`src/hdl/alarm_route_pkg.sv`:
```
// Constants, register map and carrier types for the alarm routing bank.
// Assumes one 10 MHz core clock and a host-side decoder on the same clock.
package alarm_route_pkg;

   // ----------------------------------------------------------------
   // Register offsets
   // ----------------------------------------------------------------
   localparam logic [6:0] ADDR_CLEAR_EN_LOW = 7'h18;
   localparam logic [6:0] ADDR_CLEAR_EN_HIGH = 7'h19;
   localparam logic [6:0] ADDR_CLEAR_SRC_ADC = 7'h1a;
   localparam logic [6:0] ADDR_CLEAR_SRC_MISC = 7'h1b;
   localparam logic [6:0] ADDR_OUT_SRC_ADC = 7'h1c;
   localparam logic [6:0] ADDR_OUT_SRC_MISC = 7'h1d;

   // Index of each register inside the bank
   localparam logic [2:0] IDX_CLEAR_EN_LOW = 3'h0;
   localparam logic [2:0] IDX_CLEAR_EN_HIGH = 3'h1;
   localparam logic [2:0] IDX_CLEAR_SRC_ADC = 3'h2;
   localparam logic [2:0] IDX_CLEAR_SRC_MISC = 3'h3;
   localparam logic [2:0] IDX_OUT_SRC_ADC = 3'h4;
   localparam logic [2:0] IDX_OUT_SRC_MISC = 3'h5;
   localparam int REG_COUNT = 6;

   // ----------------------------------------------------------------
   // Field layout and reset values
   // ----------------------------------------------------------------
   localparam int ADC_SRC_MSB = 4;
   localparam int MISC_SRC_MSB = 3;
   localparam int LATCH_DIS_BIT = 4;
   localparam int DAC_CHANNELS = 16;
   localparam logic [7:0] REG_RESET = 8'h00;
   localparam logic [7:0] READ_UNMAPPED = 8'h00;

   // Alarm vector in register bit order (ADC 20..16, then misc 3..0)
   typedef struct packed {
      logic [4:0] adc;      // Input 20 alarm down to input 16 alarm
      logic alarm_input;    // Alarm input pin alarm
      logic thermal;        // Thermal alarm
      logic temp_high;      // Local temperature high alarm
      logic temp_low;       // Local temperature low alarm
   } alarm_vec_s;

   // Register access from the serial host decoder
   typedef struct packed {
      logic wr_en;          // One-cycle write strobe
      logic rd_en;          // One-cycle read strobe
      logic [6:0] addr;     // Register address
      logic [7:0] wdata;    // Write data
   } reg_req_s;

endpackage : alarm_route_pkg

```
`src/hdl/dac_clear_alarm_routing.sv`:
```
// Routing bank: alarms to DAC clear lines and to the alarm output pin.
// Assumes alarm flags and register strobes come from same-clock logic.
`timescale 1ns/1ns
module dac_clear_alarm_routing
   import alarm_route_pkg::*;
(
   input wire logic core_clk_in,
   input wire logic rst_in,
   input wire reg_req_s reg_req_in,
   output logic [7:0] reg_rdata_out,
   input wire alarm_vec_s alarms_in,
   input wire logic alarm_output_pin_select_in,
   input wire logic general_pin_one_in,
   output logic [DAC_CHANNELS-1:0] dac_clear_out,
   output logic alarm_output_pin_out,
   output logic alarm_latch_disable_out
);

   // ----------------------------------------------------------------
   // Register bank
   // ----------------------------------------------------------------
   logic [7:0] route_reg [0:REG_COUNT-1]; // Routing registers
   logic [6:0] offs;                      // Address minus bank base
   logic [2:0] idx;                       // Register index
   logic hit;                             // Address inside the bank

   assign offs = reg_req_in.addr - ADDR_CLEAR_EN_LOW;
   assign idx = offs[2:0];
   assign hit = (reg_req_in.addr >= ADDR_CLEAR_EN_LOW) &&
                (reg_req_in.addr <= ADDR_OUT_SRC_MISC);

   // Register writes, one process per register
   generate
      for (genvar r = 0; r < REG_COUNT; r++) begin : g_reg
         always_ff @(posedge core_clk_in or posedge rst_in) begin
            if (rst_in) begin
               route_reg[r] <= REG_RESET;
            end else if (reg_req_in.wr_en && hit &&
                         idx == 3'(r)) begin
               route_reg[r] <= reg_req_in.wdata;
            end
         end
      end
   endgenerate

   // Read port: answer one cycle after the strobe, held until next read
   always_ff @(posedge core_clk_in or posedge rst_in) begin
      if (rst_in) begin
         reg_rdata_out <= READ_UNMAPPED;
      end else if (reg_req_in.rd_en) begin
         if (hit) begin
            reg_rdata_out <= route_reg[idx];
         end else begin
            reg_rdata_out <= READ_UNMAPPED;
         end
      end
   end

   // ----------------------------------------------------------------
   // Field views
   // ----------------------------------------------------------------
   logic [DAC_CHANNELS-1:0] clear_en;  // Per-channel clear enables
   alarm_vec_s clear_sel;              // Alarms chosen as clear sources
   alarm_vec_s out_sel;                // Alarms chosen for the pin
   logic clear_event;                  // Some selected alarm is active
   logic alarm_active;                 // Some routed alarm is active

   // Channels 15..8 high register, 7..0 low register
   assign clear_en = {route_reg[IDX_CLEAR_EN_HIGH],
                      route_reg[IDX_CLEAR_EN_LOW]};
   // ADC inputs 20..16 then the four misc alarms
   assign clear_sel = alarm_vec_s'({
      route_reg[IDX_CLEAR_SRC_ADC][ADC_SRC_MSB:0],
      route_reg[IDX_CLEAR_SRC_MISC][MISC_SRC_MSB:0]});
   assign out_sel = alarm_vec_s'({
      route_reg[IDX_OUT_SRC_ADC][ADC_SRC_MSB:0],
      route_reg[IDX_OUT_SRC_MISC][MISC_SRC_MSB:0]});
   // Independent of DAC operating mode: no mode term enters here
   assign clear_event = |(alarms_in & clear_sel);
   assign alarm_active = |(alarms_in & out_sel);

   // ----------------------------------------------------------------
   // Outputs
   // ----------------------------------------------------------------
   // Clear lines follow the event level; released when it drops
   always_ff @(posedge core_clk_in or posedge rst_in) begin
      if (rst_in) begin
         dac_clear_out <= '0;
      end else if (clear_event) begin
         dac_clear_out <= clear_en;
      end else begin
         dac_clear_out <= '0;
      end
   end

   // Pin shows routed alarms only in alarm-output function
   always_ff @(posedge core_clk_in or posedge rst_in) begin
      if (rst_in) begin
         alarm_output_pin_out <= 1'b0;
      end else if (alarm_output_pin_select_in) begin
         alarm_output_pin_out <= alarm_active;
      end else begin
         alarm_output_pin_out <= general_pin_one_in;
      end
   end

   // Latch disable bit handed to the alarm latching logic
   assign alarm_latch_disable_out =
      route_reg[IDX_OUT_SRC_MISC][LATCH_DIS_BIT];
endmodule : dac_clear_alarm_routing

```
`config.mk`:
```
export PLATFORM = sky130hd
export DESIGN_NAME = dac_clear_alarm_routing
export DESIGN_NICKNAME = d
export VERILOG_FILES = /design/src/hdl/alarm_route_pkg.sv /design/src/hdl/dac_clear_alarm_routing.sv
export SDC_FILE = /design/constraint.sdc
export NUM_CORES = 1
export LEC_CHECK = 0
export BUFFER_PORTS_ARGS = -buffer_cell sky130_fd_sc_hd__buf_2
export CAP_MARGIN = 10
export CORE_MARGIN = 2
export CORE_UTILIZATION = 30
export CTS_CLUSTER_DIAMETER = 120
export DETAILED_ROUTE_END_ITERATION = 10
export GPL_TIMING_DRIVEN = 0
export PLACE_DENSITY = 0.51
export SYNTH_ARGS = -nofsm -noshare
export SYNTH_HDL_FRONTEND = slang
export SYNTH_SLANG_ARGS = --single-unit
```
`constraint.sdc`:
```
create_clock -name core_clk_in -period 3.4 [get_ports core_clk_in]
set_input_delay 0.68 -clock core_clk_in [delete_from_list [all_inputs] [get_ports core_clk_in]]
set_output_delay 0.68 -clock core_clk_in [all_outputs]
set_load 0.005 [all_outputs]
```
==> results of run 1 <==
==> cells by family (layout without fill, tap and decap cells) <==
kind of cell | Yosys count | in the layout | synth area share
compound gates | 41 | 41 | 0.0989
buf+inv | 20 | 87 | 0.0279
flops | 73 | 73 | 0.557
mux | 72 | 72 | 0.256
simple gates | 21 | 21 | 0.0595
==> where the power goes <==
group / switching, uW / internal [uW] / total [uW]
Clock: 295 / 247 / 541
Combinational: 109 / 110 / 219
Sequential: 34.1 / 923 / 957
==> through the flow <==
| stage | cell area, um2 | setup TNS, ns |
|---|---|---|
| 2_1_floorplan | 3280 | 0 |
| 3_3_place_gp | 3720 | -5.77 |
| 3_5_place_dp | 3750 | 0 |
| 4_1_cts | 3890 | 0 |
| 5_1_grt | 3890 | 0 |
| 6_report | 3890 | 0 |
==> area by class of cell <==
| class | instances | share of cell area |
|---|---|---|
| inverter | 10 | 0.0103 |
| buffer | 10 | 0.0138 |
| sequential | 73 | 0.469 |
| timing repair buffer | 55 | 0.0765 |
| clock inverter | 2 | 0.00257 |
| tap | 140 | 0.0450 |
| clock buffer | 10 | 0.0328 |
| multi-input combinational | 134 | 0.350 |
==> layout by cell type, fill, tap and decap left out, types with 3 or more instances in the layout <==
cell / Yosys / final
nand2_1: 4 / 4
mux2_4: 8 / 8
buf_1: 3 / 3
a21boi_0: 16 / 16
a22oi_1: 6 / 6
clkbuf_8: 0 / 9
o22ai_1: 8 / 8
buf_2: 1 / 55
nor2b_1: 4 / 4
dfrtp_1: 73 / 73
clkbuf_1: 3 / 4
mux2_2: 62 / 62
a222oi_1: 10 / 10
inv_1: 10 / 9
==> metal layers <==
| layer | share of wire | vias to the layer above |
|---|---|---|
| li1 | - | 982 |
| met1 | 0.50 | 1022 |
| met2 | 0.45 | 46 |
| met3 | 0.037 | 10 |
| met4 | 0.016 | 0 |
| met5 | 0 | - |
==> how the worst max path moves through the flow <==
stage,from,to,slack (ns),cells past startpoint
after floorplan,rst_in,alarm_latch_disable_out,0.87,1
after global placement,rst_in,out_sel[1],-0.08,2
after detailed placement,alarms_in[1],dac_clear_out[4],1.10,6
after CTS,alarms_in[1],dac_clear_out[4],1.46,6
after global routing,alarms_in[1],dac_clear_out[8],1.32,6
final,alarms_in[1],dac_clear_out[4],1.46,6
==> worst max-delay path: cells and delay by family <==
kind,cells,cell delay [ns]
compound gates,2,0.49
buf+inv,3,0.73
simple gates,1,0.22
==> results.md, run 1 <==
* Clock sinks at 73
* Die Wd at roughly 110 um
* Final core occ at 0.362
* Htree depth at 3
* Rel. slew slack at 0.561
* Place WS at roughly 1.1 ns
* Arr. time, crit path at approximately 2.1 ns
* Clk Latency, worst-skew pair at between 0.3 and 0.4 ns
* Antenna-violating nets left at 0
* Multi-input gate area at ~1400 um2
* # diodes at 0
* # rows at 38
* Die Area at 11800 um2
* Initial antenna violation count at 0
* DRC Markers at 0
* Synth area leader: dfrtp_1
* Input/output buffers at 54
* Post-synth top area share at 0.557
* Worst r2r src: clear_sel[1]
* Max-Cap Viols at 0
* Crit path capture type: flip-flop
* Total grt overflow at 0
* Post_cts resized at 0
* Total setup buffers inserted after CTS at 0
* Reg2Reg Depth at 5
* Worst VDD drop at between 0.1 and 0.15 mV
* Synth Instances at between 200 and 250
* Detailed-route via count at just over 2000
* Final Net Count at ~320
* PD cells at 441 nW/um2
* Worst Skew at roughly 0.0074 ns
* Syn_nets at between 200 and 300
* Vias in the first global route at roughly 2200
* Cell mode on critical path: clkbuf_1
* Crit path max fanout at 10
* Crit-path cells: buf_2, a222oi_1, and3_1, clkbuf_1, clkbuf_1, a21boi_0
* Met3 usage at 0.0241
* CTS Hold Bufs at 0
* CTS tree: done
* Area Growth Syn to Fin at 18.7%
* Max Root-Sink Buffers at 2
* Leak Pwr at 0.00191 uW
* R2R Setup Slk at around 1.5 ns
* Seq/Total Area, Yosys at 0.557
* First-pass iteration count of the detailed router at 5
* Yosys reg bits at 73
* Clk root buf: clkbuf_8
* Setup violations, final at 0
* Slowest stage cell on the critical path: clkbuf_1
* Worst r2r dst: dac_clear_out[4]
* Total power at approximately 1700 uW
* Routability cong. at around 0.8
* RSZ-0062 raised after global routing: no
* Layout cells sized above 1 at 0.497
* Final worst setup slack at ~1.5 ns
* Fin. Hold Viols at 0
* Status: completed
* Max Transition Viols Final at 0
* Final Cycle Share at 0.569
* Vias per inst at 4.75
* Wire length per cell at between 15 and 20 um
* Synth cell types at 27
* Mapped Area at around 3300 um2
* Ys async rst share at 1.00
* Hold slack at roughly 0.26 ns
* Syn Area/Cell at around 14 um2
* Post-DP HPWL at 5480 um
* Worst-margin pin slew at 0.654 ns
* Post-synth top cells: dfrtp_1, mux2_2, a21boi_0, a222oi_1, inv_1
* Synth warn at 0
* Post-route insts no fill at 434
* Min Tclk post-route at 1.94 ns
* Post-synth top flop: dfrtp_1
* WP data required at around 3.6 ns
* Worst-path clk slew at about 0.07 ns
* I/O Pins at 56
* Number of flops mapped to enable cells by yosys at 0
* Fmax at about 0.52 GHz
* # fillers at ~1100
* GRT Total Usage at 0.139
* Iteration-0 DRC Markers at 89
* Largest net degree at the start of global routing at 60
* Die height at 109 um
* Met1 Resource Use GR at 0.204
* GR Layer Usage met2 at 0.203
* Busiest grt layer: met1
* Sequential Area at ~1800 um2
* Most common cell in the netlist: dfrtp_1
* Synth top area cells: dfrtp_1, mux2_2, a21boi_0
* Max stage delay on crit path at around 0.35 ns
* Startpoint class of the critical path: input port
* Hold crit path type: in2async
* Final wirelength at ~7300 um
* Placed cells at 422
* Core Region at between 10000 and 15000 um2
* First-pass GRT wire length at 12300 um
* Num CTS Buffers at 9
* Starting Density at 0.305
* Setup CP Type: in2reg
Power figures use the tool's default switching activity.
==> run 2: changes to the inputs <==
Settings changed: ABC_AREA set to 1, PLACE_DENSITY 0.51 to 0.52.
Clock period 3.4 ns to 1.73 ns, I/O delays scaled along.
==> results.md, run 2 <==
* Status: completed
* DRC Markers at 0
* Core Region at 11300 um2
* Post-synth top cells: nand2_1, dfrtp_1, nand3_1, nor2_1, a21boi_0
* Crit path capture type: flip-flop
* Die Wd at ~110 um
* First-pass GRT wire length at around 17000 um
* Yosys reg bits at between 70 and 80
* Leak Pwr at ~0.0024 uW
* Max Root-Sink Buffers at 2
* Most common cell in the netlist: nand2_1
* First-pass iteration count of the detailed router at 4
* Clock sinks at between 70 and 80
* Starting Density at 0.306
* Area Growth Syn to Fin at 22.4%
* Vias per inst at 4.76
* Setup CP Type: reg2reg
* GRT Total Usage at 0.172
* Synth top area cells: dfrtp_1, nand2_1, nand3_1
* Post-synth top area share at 0.528
* Arr. time, crit path at about 1.7 ns
* Synth warn at 0
* CTS tree: done
* Vias in the first global route at approximately 3000
* PD cells at ~990 nW/um2
* Worst r2r dst: dac_clear_out[11]
* Fin. Hold Viols at 0
* Final wirelength at between 9000 and 10000 um
* Final core occ at 0.374
* Routability cong. at around 0.86
* Largest net degree at the start of global routing at between 40 and 50
* Post-synth top flop: dfrtp_1
* Final Cycle Share at 0.892
* Die Area at between 10000 and 15000 um2
* Total setup buffers inserted after CTS at 0
* Post_cts resized at 0
* Post-DP HPWL at approximately 7300 um
* Input/output buffers at 53
* # fillers at around 1200
* Antenna-violating nets left at 0
* Synth area leader: dfrtp_1
* Initial antenna violation count at 0
* Num CTS Buffers at 9
* # diodes at 0
* Number of flops mapped to enable cells by yosys at 0
* Total grt overflow at 0
* Max-Cap Viols at 0
* Final Net Count at approximately 530
* Syn Area/Cell at 7.97 um2
* Worst VDD drop at 0.424 mV
* Clk root buf: clkbuf_16
* Worst-margin pin slew at around 0.74 ns
* Ys async rst share at 1.00
* # rows at 39
* Post-route setup TNS at 0 ns
* Min Tclk post-route at between 1.5 and 2 ns
* Worst Skew at 0.00532 ns
* Reg2Reg Depth at 5
* RSZ-0062 raised after global routing: no
* CTS Hold Bufs at 0
* Layout cells sized above 1 at 0.196
* Detailed-route via count at 3079
* Most common cell after layout, fill and taps aside: nand2_1
* Hold crit path type: in2async
* Crit path max fanout at 10
* Seq/Total Area, Yosys at 0.528
* Max Transition Viols Final at 0
* Fmax at approximately 0.65 GHz
* Setup violations, final at 0
* Most frequent cells in the layout: nand2_1, dfrtp_1, buf_2, nand3_1, nor2_1
* WP data required at ~1.9 ns
* Mapped Area at between 3000 and 4000 um2
* Die height at between 100 and 150 um
* Iteration-0 DRC Markers at 242
* Rel. slew slack at 0.504
* Worst-path clk slew at 0.06 ns
* Htree depth at 3
* Clk Latency, worst-skew pair at 0.34 ns
* Worst r2r src: clear_sel[4]
* R2R Setup Slk at ~0.19 ns
* Syn_nets at about 460
* Synth Instances at roughly 430
* Startpoint class of the critical path: flip-flop
* Wire length per cell at 15.4 um
* I/O Pins at 56
* Synth cell types at 23
## run 2: changes by cell type after synthesis, sizes merged, moves of 8 or more
cell | before | now
o21ai | 0 | 8
nand2 | 4 | 197
a222oi | 10 | 0
nand3 | 2 | 54
a21oi | 0 | 9
mux2 | 72 | 0
nor2 | 1 | 49
o22ai | 8 | 0
## run 2: power breakdown
part | total [uW] | internal (uW) | switching, uW | leakage (uW)
clock | 1870 | 1160 | 712 | 0.000135
combinational | 441 | 144 | 297 | 0.00122
sequential | 1870 | 1800 | 63.7 | 0.00100
total | 4170 | 3100 | 1070 | 0.00236
## run 2: metal layers
layer  vias up  routed length, um  global-route usage
li1       1522                  -                   -
met1      1459               4790               0.244
met2        87               4470               0.260
met3        11                546              0.0354
met4         0                172              0.0675
met5         -                  0                   0
## run 2: final cells by class
class                   count  area, um2  area share
plain buffers              14       92.6      0.0219
clock buffers              12        246      0.0582
clock inverters             4       52.6      0.0124
inverters                  10       43.8      0.0103
multi-input cells         337       1510       0.356
flip-flops and latches     73       1830       0.431
well taps                 143        179      0.0423
repair buffers             54        285      0.0674
## run 2: logic make-up after synthesis
| group | Yosys count | share of synthesized area |
|---|---|---|
| simple gates | 303 | 0.373 |
| flops | 73 | 0.528 |
| compound gates | 34 | 0.0611 |
| buf+inv | 24 | 0.0380 |
## run 2: worst max-delay path, stage by stage, from the launching register on
cell and delay (ns):
dfrtp_1 0.41, nand2_1 0.07, nand3_1 0.08, nor2_2 0.33
clkbuf_1 0.34, a21boi_0 0.16
## run 2: worst max path at each step
| stage | slack (ns) | cells past startpoint | start | to |
|---|---|---|---|---|
| after CTS | 0.02 | 5 | clear_sel[2] | dac_clear_out[11] |
| after global placement | -0.004 | 2 | rst_in | clear_sel[4] |
| after floorplan | 0.41 | 8 | reg_req_in[10] | clear_sel[4] |
| final | 0.19 | 5 | clear_sel[4] | dac_clear_out[11] |
| after detailed placement | -0.009 | 6 | alarms_in[3] | dac_clear_out[11] |
| after global routing | 0.04 | 5 | clear_sel[7] | dac_clear_out[5] |
## run 2: metrics by stage
stage	hold WS (ns)	instances	power (uW)	area, um2	setup WS [ns]
after detailed placement	0.459	631	2330	3930	-0.00928
after global routing	0.193	647	4360	4230	0.0386
after CTS	0.154	647	4210	4230	0.0209
after global placement	0.453	630	2320	3910	-0.00366
final	0.133	647	4170	4230	0.187
after floorplan	0.442	434	2140	3460	0.414
==> run 3: changes to the inputs <==
Settings changed: PLACE_DENSITY 0.52 to 0.58.
==> results.md, run 3 (synthesis results as in run 2) <==
* Final wirelength at between 9000 and 10000 um
* Wire length per cell at roughly 15 um
* Die Area at 12400 um2
* Crit-path cells: nand2_1, nand3_1, nor2_2, clkbuf_1, a21boi_0
* Fmax at 0.665 GHz
* RSZ-0062 raised after global routing: no
* Clock sinks at 73
* Final Net Count at 530
* PD cells at approximately 1000 nW/um2
* Setup CP Type: reg2reg
* Clk Latency, worst-skew pair at 0.34 ns
* Area Growth Syn to Fin at 23.9%
* Startpoint class of the critical path: flip-flop
* Starting Density at 0.306
* Vias in the first global route at around 3100
* Crit path max fanout at 10
* First-pass GRT wire length at about 16000 um
* Worst-path clk slew at 0.06 ns
* Iteration-0 DRC Markers at between 200 and 250
* Final worst setup slack at 0.226 ns
* Arr. time, crit path at between 1.5 and 2 ns
* Detailed-route via count at 3142
* Rel. slew slack at 0.615
* Initial antenna violation count at 0
* Most frequent cells in the layout: nand2_1, dfrtp_1, buf_2, nand3_1, nor2_1
* Clk root buf: clkbuf_16
* Antenna-violating nets left at 0
* Input/output buffers at between 50 and 60
* Leak Pwr at about 0.0024 uW
* Worst VDD drop at around 0.54 mV
* Place WS at approximately 0.0053 ns
* CTS tree: done
* Largest net degree at the start of global routing at 30
* Most common cell after layout, fill and taps aside: nand2_1
* # rows at 39
* I/O Pins at 56
* Num CTS Buffers at 9
* Core Region at roughly 11000 um2
* Max Transition Viols Final at 0
* Setup violations, final at 0
* Worst Path Buf+Inv at 1
* Max stage delay on crit path at about 0.4 ns
* Routability cong. at ~0.88
* Die height at 111 um
* First-pass iteration count of the detailed router at 5
* Vias per inst at just under 5
* Hold crit path type: in2async
* Status: completed
* DRC Markers at 0
* Worst Skew at between 0.007 and 0.008 ns
* # diodes at 0
* Post-route setup TNS at 0 ns
* Max-Cap Viols at 0
* WP data required at approximately 1.9 ns
* # fillers at between 1000 and 1500
* Fin. Hold Viols at 0
* Max Root-Sink Buffers at 2
* Crit path capture type: flip-flop
* Die Wd at ~110 um
* Htree depth at 3
* Post-DP HPWL at between 7000 and 8000 um
* Final Cycle Share at 0.869
* Worst-margin pin slew at just under 0.6 ns
* Min Tclk post-route at about 1.5 ns
* Total setup buffers inserted after CTS at 0
* Layout cells sized above 1 at 0.200
* Slowest stage cell on the critical path: dfrtp_1
* CP delay by family, top: simple AND/OR/NAND/NOR gates
* GRT Total Usage at 0.164
* Total grt overflow at 0
## run 3: through the flow
step	hold WS (ns)	total power (uW)	util	area, um2	instances
6_report	0.0645	4370	0.379	4290	648
5_1_grt	0.121	4510	0.379	4290	648
4_1_cts	0.0860	4370	0.378	4280	648
3_5_place_dp	0.443	2340	0.349	3960	632
3_3_place_gp	0.456	2310	0.345	3910	630
2_1_floorplan	0.442	2140	-	3460	434
## run 3: where the power goes
group	internal (uW)	switching, uW
clock	1270	780
sequential	1800	65.7
combinational	150	295
## run 3: final cells by class
class,count,area [um2],area share
clock buffers,9,225,0.0525
inverters,10,43.8,0.0102
plain buffers,14,91.3,0.0213
repair buffers,55,313,0.0730
clock inverters,7,101,0.0236
flip-flops and latches,73,1830,0.426
multi-input cells,337,1510,0.352
well taps,143,179,0.0417
## run 3: repair_timing
action | CTS | global route
hold buffers | 0 | 0
endpoints found under the setup margin | 0 | 10
resized for setup | 0 | 2
## run 3: worst paths after layout
kind | start | endpoint | slack, ns | cells past startpoint
worst max-delay path | clear_sel[4] | dac_clear_out[11] | 0.23 | 5
worst min-delay path | rst_in | clear_en[7] | 0.06 | 2
worst max register to register | clear_sel[4] | dac_clear_out[11] | 0.23 | 5
worst min register to register | route_reg[31] | route_reg[31] | 0.47 | 2
max in group asynchronous | rst_in | route_reg[21] | 1.15 | 3
min in group core_clk_in | alarm_output_pin_select_in | alarm_output_pin_out | 0.21 | 2
## run 3: worst register-to-register path: stages, from the launching register on
cell      delay [ns]
dfrtp_1         0.41
nand2_1         0.07
nand3_1         0.09
nor2_2          0.30
clkbuf_1        0.35
a21boi_0        0.15
## run 3: routing by layer
layer | wire, um | vias to the layer above | global-route usage
met3 | 624 | 10 | 0.0392
li1 | - | 1519 | -
met1 | 4600 | 1507 | 0.226
met5 | 0 | - | 0
met4 | 98 | 0 | 0.0461
met2 | 4590 | 106 | 0.261
